===== config.mk =====
export PLATFORM = sky130hd
export DESIGN_NAME = sdr_diag_top
export DESIGN_NICKNAME = d
export VERILOG_FILES = /design/src/hw/sdr_code_map.v /design/src/hw/sdr_diag_top.v
export VERILOG_INCLUDE_DIRS = /design/src /design/src/hw
export SDC_FILE = /design/constraint.sdc
export NUM_CORES = 1
export LEC_CHECK = 0
export ABC_CLOCK_PERIOD_IN_PS = 4820
export BUFFER_PORTS_ARGS = -buffer_cell sky130_fd_sc_hd__buf_2
export CAP_MARGIN = 40
export CELL_PAD_IN_SITES_DETAIL_PLACEMENT = 1
export CELL_PAD_IN_SITES_GLOBAL_PLACEMENT = 1
export CORE_ASPECT_RATIO = 0.75
export CORE_MARGIN = 10
export CORE_UTILIZATION = 35
export CTS_CLUSTER_SIZE = 8
export DETAILED_ROUTE_END_ITERATION = 8
export PLACE_DENSITY = 0.94
export SYNTH_ARGS = -nofsm -noshare
export SYNTH_HDL_FRONTEND = slang
export SYNTH_SLANG_ARGS = --single-unit

===== constraint.sdc =====
create_clock -name clk_sys -period 4.82 [get_ports clk_sys]
set_clock_uncertainty 0.2 [all_clocks]
set_input_delay 0.964 -clock clk_sys [delete_from_list [all_inputs] [get_ports clk_sys]]
set_output_delay 0.964 -clock clk_sys [all_outputs]
set_load 0.03 [all_outputs]

===== src/hw/sdr_regs.vh =====
`ifndef SDR_REGS_VH
`define SDR_REGS_VH
// diagnostic number layout
`define SDR_CODE_LSB 0
`define SDR_CODE_MSB 15
`define SDR_LEVEL_LSB 16
`define SDR_LEVEL_MSB 19
`define SDR_PROFILE_LSB 24
`define SDR_PROFILE_MSB 29
`define SDR_SPEC_LSB 30
`define SDR_SPEC_MSB 31
`define SDR_RSVD_LSB 20
`define SDR_RSVD_MSB 23
`define SDR_LEVEL_ALERT 4'he
`define SDR_LEVEL_ALARM 4'hf
`define SDR_PROFILE_VAL 6'h01
`define SDR_SPEC_VAL 2'h1
`define SDR_RSVD_VAL 4'h0
`define SDR_DIAG_RESET 32'h0000_0000
`define SDR_WORD_RESET 16'h0000
// drive status word error class field
`define SDR_STAT_CLASS_LSB 12
`define SDR_STAT_CLASS_MSB 13
`define SDR_CLASS_NONE 2'h0
`define SDR_CLASS_ONE 2'h1
`define SDR_CLASS_TWO 2'h2
// event counts and register selects
`define SDR_NUM_ERR 17
`define SDR_NUM_WARN 7
`define SDR_SEL_DIAG 2'h0
`define SDR_SEL_C1 2'h1
`define SDR_SEL_C2 2'h2
// error numbers
`define SDR_EN_5603 16'h5603
`define SDR_EN_5600 16'h5600
`define SDR_EN_3201 16'h3201
`define SDR_EN_8000 16'h8000
`define SDR_EN_3200 16'h3200
`define SDR_EN_2300 16'h2300
`define SDR_EN_4300 16'h4300
`define SDR_EN_4100 16'h4100
`define SDR_EN_3300 16'h3300
`define SDR_EN_B124 16'hb124
`define SDR_EN_4301 16'h4301
`define SDR_EN_4101 16'h4101
`endif

===== src/hw/sdr_code_map.v =====
`timescale 1ns/100ps
`default_nettype none
`include "sdr_regs.vh"
// priority encoder: lowest index wins; errors before warnings
module sdr_code_map (
  input wire [`SDR_NUM_ERR-1:0] err_act,
  input wire [`SDR_NUM_WARN-1:0] warn_act,
  output reg [15:0] code,
  output reg is_err,
  output reg any
);
  integer i;
  reg [15:0] etab [0:`SDR_NUM_ERR-1];
  reg [15:0] wtab [0:`SDR_NUM_WARN-1];
  always @*
  begin
    etab[0] = `SDR_EN_5603;
    etab[1] = `SDR_EN_5600;
    etab[2] = `SDR_EN_3201;
    etab[3] = `SDR_EN_8000;
    etab[4] = `SDR_EN_5600;
    etab[5] = `SDR_EN_3201;
    etab[6] = `SDR_EN_3200;
    etab[7] = `SDR_EN_2300;
    etab[8] = `SDR_EN_8000;
    etab[9] = `SDR_EN_8000;
    etab[10] = `SDR_EN_8000;
    etab[11] = `SDR_EN_4300;
    etab[12] = `SDR_EN_4100;
    etab[13] = `SDR_EN_4100;
    etab[14] = `SDR_EN_4100;
    etab[15] = `SDR_EN_3300;
    etab[16] = `SDR_EN_3300;
    wtab[0] = `SDR_EN_B124;
    wtab[1] = `SDR_EN_3201;
    wtab[2] = `SDR_EN_8000;
    wtab[3] = `SDR_EN_4301;
    wtab[4] = `SDR_EN_4101;
    wtab[5] = `SDR_EN_8000;
    wtab[6] = `SDR_EN_8000;
    code = 16'h0000;
    is_err = 1'b0;
    any = 1'b0;
    // scan backwards so the lowest index is the last assignment
    for (i = `SDR_NUM_WARN - 1; i >= 0; i = i - 1)
      if (warn_act[i])
      begin
        code = wtab[i];
        any = 1'b1;
      end
    for (i = `SDR_NUM_ERR - 1; i >= 0; i = i - 1)
      if (err_act[i])
      begin
        code = etab[i];
        is_err = 1'b1;
        any = 1'b1;
      end
  end
endmodule
`default_nettype wire


===== src/hw/sdr_diag_top.v =====
`timescale 1ns/100ps
`default_nettype none
`include "sdr_regs.vh"
module sdr_diag_top (
  input wire clk_sys,
  input wire rst,
  input wire [`SDR_NUM_ERR-1:0] err_act,
  input wire [`SDR_NUM_WARN-1:0] warn_act,
  input wire fault_reset,
  input wire quick_stop_done,
  input wire rd_en,
  input wire [1:0] rd_sel,
  input wire [15:0] wr_data,
  input wire wr_en,
  output reg [31:0] rd_data_q,
  output reg rd_valid_q,
  output reg [1:0] stat_err_class_q,
  output reg quick_stop_q,
  output reg fault_state_q,
  output reg error_out_q,
  output reg [31:0] diag_number_q,
  output reg [15:0] class_one_diagnostic_q,
  output reg [15:0] class_two_diagnostic_q
);
  localparam [2:0] ST_RUN = 3'b001;
  localparam [2:0] ST_QSTOP = 3'b010;
  localparam [2:0] ST_FAULT = 3'b100;

  wire [15:0] map_code;
  wire map_err;
  wire map_any;
  wire [15:0] c1_d;
  wire [15:0] c2_d;
  reg [2:0] state_q;
  reg [2:0] state_d;
  reg [31:0] diag_d;
  reg [3:0] level_d;
  reg [1:0] class_d;
  reg [31:0] rd_d;
  reg quick_stop_d;
  reg fault_d;
  genvar g;

  sdr_code_map u_map (
    .err_act(err_act),
    .warn_act(warn_act),
    .code(map_code),
    .is_err(map_err),
    .any(map_any)
  );

  // errors outrank warnings, so the level follows the winner
  always @*
  begin
    if (map_err)
      level_d = `SDR_LEVEL_ALARM;
    else
      level_d = `SDR_LEVEL_ALERT;
  end

  // an idle drive reads all zero, profile bits included
  always @*
  begin
    diag_d = `SDR_DIAG_RESET;
    if (map_any)
    begin
      diag_d[`SDR_CODE_MSB:`SDR_CODE_LSB] = map_code;
      diag_d[`SDR_LEVEL_MSB:`SDR_LEVEL_LSB] = level_d;
      diag_d[`SDR_RSVD_MSB:`SDR_RSVD_LSB] = `SDR_RSVD_VAL;
      diag_d[`SDR_PROFILE_MSB:`SDR_PROFILE_LSB] = `SDR_PROFILE_VAL;
      diag_d[`SDR_SPEC_MSB:`SDR_SPEC_LSB] = `SDR_SPEC_VAL;
    end
  end

  // status field: any error hides the warnings
  always @*
  begin
    case ({map_err, map_any})
      2'b11: class_d = `SDR_CLASS_ONE;
      2'b01: class_d = `SDR_CLASS_TWO;
      default: class_d = `SDR_CLASS_NONE;
    endcase
  end

  // one flag bit per event source; error source 16 has no room in the word
  generate
    for (g = 0; g < 16; g = g + 1)
    begin : g_bits
      if (g < `SDR_NUM_ERR)
      begin : g_err
        assign c1_d[g] = err_act[g];
      end
      else
      begin : g_err_pad
        assign c1_d[g] = 1'b0;
      end
      if (g < `SDR_NUM_WARN)
      begin : g_warn
        assign c2_d[g] = warn_act[g];
      end
      else
      begin : g_warn_pad
        assign c2_d[g] = 1'b0;
      end
    end
  endgenerate

  // warnings never enter this machine
  always @*
  begin
    case (state_q)
      ST_RUN:
      begin
        if (map_err)
          state_d = ST_QSTOP;
        else
          state_d = ST_RUN;
      end
      ST_QSTOP:
      begin
        if (quick_stop_done)
          state_d = ST_FAULT;
        else
          state_d = ST_QSTOP;
      end
      ST_FAULT:
      begin
        // stay put while any error is still pending
        if (fault_reset && !map_err)
          state_d = ST_RUN;
        else
          state_d = ST_FAULT;
      end
      default:
        state_d = ST_FAULT;
    endcase
  end

  // outputs follow the next state so they line up with state_q
  always @*
  begin
    quick_stop_d = (state_d == ST_QSTOP);
    fault_d = (state_d == ST_FAULT);
  end

  // a read returns the value registered before the strobe edge
  always @*
  begin
    case (rd_sel)
      `SDR_SEL_DIAG: rd_d = diag_number_q;
      `SDR_SEL_C1: rd_d = {16'h0000, class_one_diagnostic_q};
      `SDR_SEL_C2: rd_d = {16'h0000, class_two_diagnostic_q};
      default: rd_d = 32'h0000_0000;
    endcase
  end

  always @(posedge clk_sys or posedge rst)
  begin
    if (rst)
      state_q <= ST_RUN;
    else
      state_q <= state_d;
  end

  always @(posedge clk_sys or posedge rst)
  begin
    if (rst)
    begin
      diag_number_q <= `SDR_DIAG_RESET;
      class_one_diagnostic_q <= `SDR_WORD_RESET;
      class_two_diagnostic_q <= `SDR_WORD_RESET;
      stat_err_class_q <= `SDR_CLASS_NONE;
    end
    else
    begin
      diag_number_q <= diag_d;
      class_one_diagnostic_q <= c1_d;
      class_two_diagnostic_q <= c2_d;
      stat_err_class_q <= class_d;
    end
  end

  always @(posedge clk_sys or posedge rst)
  begin
    if (rst)
    begin
      quick_stop_q <= 1'b0;
      fault_state_q <= 1'b0;
      error_out_q <= 1'b0;
    end
    else
    begin
      quick_stop_q <= quick_stop_d;
      fault_state_q <= fault_d;
      error_out_q <= fault_d;
    end
  end

  // wr_data/wr_en accepted but ignored: all registers read-only
  always @(posedge clk_sys or posedge rst)
  begin
    if (rst)
    begin
      rd_data_q <= 32'h0000_0000;
      rd_valid_q <= 1'b0;
    end
    else
    begin
      rd_valid_q <= rd_en;
      // data holds between reads so a slow master can still pick it up
      if (rd_en)
        rd_data_q <= rd_d;
    end
  end
endmodule
`default_nettype wire


==> metrics.md <==
| Metric | Value |
|---|---|
| Die ar. | 11700 um^2 |
| Clk Latency, worst-skew pair | 0.34 ns |
| DRT Wirelength | a little under 9 mm |
| Avg WL per Cell | roughly 20 um |
| Critical Path Start | err_act[7] |
| Starting DRT DRC Count | 181 |
| Internal | 0.000911 W |
| Hold_sp | state_q[1] |
| CTS sink cnt | 60 |
| Total gr overflow | 0 |
| Fin crit period | 2.82 ns |
| Setup slack, reg-to-reg | between 3 and 4 ns |
| FMAX | between 300 and 400 MHz |
| IO buf count | roughly 100 |
| Largest net degree at the start of global routing | 61 |
| Die Span X | ~120 um |
| Lkg Pwr | 1.60 nW |
| Switching pwr | 0.000385 W |
| Num ports | 150 |
| CP Max Fanout | 6 |
| Worst setup EP type | flip-flop |
| CTS tree | yes |
| Maxcap violations | 0 |
| Vias per inst | between 4 and 5 |
| Vias in the first global route | between 2000 and 2500 |
| Status | finished clean |
| RR Endpoint | error_out_q |
| Via count | around 2100 |
| Startpoint Class | input pin |
| Hold Crit Class | flip-flop to flip-flop |
| Row count | 27 |
| Tcrit/Tclk final | 58.6% |
| First-pass DRT Iterations | 4 |
| DRC viols | 0 |
| Number of setup buffers added after CTS | 0 |
| Slew @ Worst Pin | 0.859 ns |
| Synth Register Bits | 60 |
| Antenna-violating nets left | 0 |
| Mapped Area | 2720 um^2 |
| Final hold violations | 0 |
| Worst Hold Path EP | state_q[0] |
| Max-slew headroom | a little over two fifths |
| Clk root buf | clkbuf_8 |
| Hold Slack | 0.290 ns |
| CTS resizes | 0 |
| Endpoints failing setup | 0 |
| Worst setup path category | input pin to flip-flop |
| First-pass GRT wire length | between 10 and 15 mm |
| Sequential cell fraction of total power | 42.1% |
| N_diodes | 0 |
| Mean post-synth cell area | between 10 and 15 um^2 |
| Cts hold-fix bufs | 0 |
| Die H | ~96 um |
| R2R cell count | 4 |
| Clk slew on worst S/H paths | about 0.07 ns |
| H-Tree Depth | 3 |
| Hold Path Depth | 1 |
| Starting Density | 36.5% |
| Worst Setup Slack post-DPL | approximately 1.8 ns |
| Layout fillers | 857 |
| Worst endpoint data arrival time | around 2.8 ns |
| RSZ-0062 raised after global routing | no |
| Cells after Synth | around 250 |
| Initial antenna violation count | 0 |
| Final #Nets | between 300 and 400 |
| Combinational Power Share | 16.9% |
| Worst R2R Start | state_q[1] |
| Clock tree buffer depth | 2 |
| Share of the yosys chip area belonging to registers | around 55% |
| VDD IR max | around 150 uV |
| Layout overhead on the synthesized area | 22.6% |
| GRT Util Overall | between 10% and 20% |
| YS warnings | 0 |
| Distinct cells, synth | 42 |
| Placed instance count | 433 |
| Clock share of power | between 40% and 50% |
| Switching Fraction | approximately 30% |
| Final Non-Filler Cells | 449 |
| Fin worst setup slack | approximately 2.0 ns |
| Worst EP required | around 4.8 ns |
| PwrDens | just under 400 nW/um^2 |
| Final Wtd Congestion | ~0.83 |
| Post-DP HPWL | 6.80 mm |
| Core area | between 7000 and 8000 um^2 |
| Layout cells sized above 1 | a little over a third |
| Total negative slack | 0 ns |
| CTS buffer count | 9 |
| Max-slew violations | 0 |
## synthesized netlist by cell type
cell | number | area [um^2]
a2111oi_0 | 1 | 8.76
a211oi_1 | 1 | 7.51
a21boi_0 | 1 | 7.51
a21oi_1 | 16 | 80.1
a221oi_1 | 1 | 8.76
a22oi_1 | 3 | 22.5
and2_1 | 1 | 6.26
and3_1 | 2 | 12.5
buf_2 | 1 | 5.00
buf_4 | 45 | 338
clkbuf_1 | 7 | 26.3
conb_1 | 1 | 3.75
dfrtp_1 | 59 | 1480
dfstp_2 | 1 | 26.3
inv_1 | 15 | 56.3
mux2i_1 | 9 | 90.1
nand2_1 | 7 | 26.3
nand2b_1 | 3 | 18.8
nand3_1 | 6 | 30.0
nand3_4 | 1 | 17.5
nand3b_1 | 1 | 7.51
nand4_1 | 1 | 6.26
nor2_1 | 19 | 71.3
nor2_4 | 1 | 11.3
nor2b_1 | 4 | 25.0
nor3_1 | 7 | 35.0
nor3_2 | 1 | 10.0
nor3b_1 | 2 | 15.0
nor4_1 | 4 | 25.0
nor4_2 | 2 | 25.0
o2111ai_1 | 1 | 8.76
o211ai_1 | 1 | 7.51
o21ai_0 | 5 | 25.0
o21ai_1 | 1 | 5.00
o21bai_1 | 3 | 22.5
o22ai_1 | 7 | 43.8
o2bb2ai_1 | 2 | 17.5
o31a_1 | 4 | 35.0
o31ai_1 | 1 | 7.51
o32a_1 | 2 | 20.0
or3_1 | 2 | 12.5
or4_4 | 1 | 11.3
## stage by stage
step / utilization, % / instance area, um^2 / power (W)
final: 44.8 / 3330 / 0.00130
after global routing: 44.8 / 3330 / 0.00135
after CTS: 44.8 / 3330 / 0.00131
after detailed placement: 41.6 / 3100 / 0.000773
after global placement: 41.6 / 3100 / 0.000765
after floorplan: - / 2840 / 0.000721
## cells in the final DEF (no fill, tap or decap), types with 2 or more instances in the layout
master,count
a21oi_1,16
a22oi_1,3
and3_1,2
buf_2,98
bufinv_16,2
clkbuf_8,12
clkinv_2,2
conb_1,34
dfrtp_1,59
inv_1,14
mux2i_1,9
nand2_1,7
nand2b_1,3
nand3_1,6
nor2_1,19
nor2b_1,4
nor3_1,7
nor3b_1,2
nor4_1,4
nor4_2,2
o21ai_0,5
o21bai_1,3
o22ai_1,7
o2bb2ai_1,2
o31a_1,4
o32a_1,2
or3_1,2
## how the worst max path moves through the flow
stage,depth (start not counted),end
2_1_floorplan,1,class_one_diagnostic_q[0]
3_3_place_gp,5,diag_number_q[13]
3_5_place_dp,5,diag_number_q[13]
4_1_cts,5,diag_number_q[13]
5_1_grt,5,diag_number_q[13]
6_report,5,diag_number_q[13]
## worst max-delay path, stage by stage
cell	delay, ns
buf_2	0.15
nor4_1	0.76
nand4_1	0.26
nor4_2	0.51
nor4_1	0.16
## kinds of logic (layout without fill, tap and decap cells)
logic type	after synthesis	in the layout	share of synthesized area (%)
AO/OA/AOI/OAI	50	50	12.1
buffers and inverters	68	130	15.7
flip-flops	60	60	55.3
multiplexers	9	9	3.32
other	1	34	0.138
AND/OR/NAND/NOR	65	65	13.5
## sequential cells by signal, summed over array words and instances, names as in the netlist
name / cells
state_q: 3
quick_stop_q: 1
rd_valid_q: 1
diag_number_q: 11
error_out_q: 1
class_two_diagnostic_q: 7
class_one_diagnostic_q: 16
stat_err_class_q: 2
rd_data_q: 18
## power groups by stage
| stage | Combinational, W | Clock, W | Sequential [W] |
|---|---|---|---|
| after floorplan | 0.000113 | 0 | 0.000608 |
| after global placement | 0.000213 | 0 | 0.000553 |
| after detailed placement | 0.000218 | 0 | 0.000555 |
| after CTS | 0.000220 | 0.000543 | 0.000545 |
| after global routing | 0.000237 | 0.000564 | 0.000549 |
| final | 0.000219 | 0.000532 | 0.000545 |
## area by class of cell
type | count | area (um^2) | area share, %
timing repair buffer | 99 | 498 | 15.0
clock inverter | 4 | 70.1 | 2.10
clock buffer | 12 | 165 | 4.96
inverter | 15 | 56.3 | 1.69
multi-input combinational | 158 | 912 | 27.4
tap | 101 | 126 | 3.79
sequential | 60 | 1500 | 45.1
## routing by layer
layer	GRT usage [%]	share of wire (%)
met3	4.97	7.0
met5	0	0
met4	7.92	2.4
met1	16.7	40
met2	26.0	51
Power figures use the tool's default switching activity.
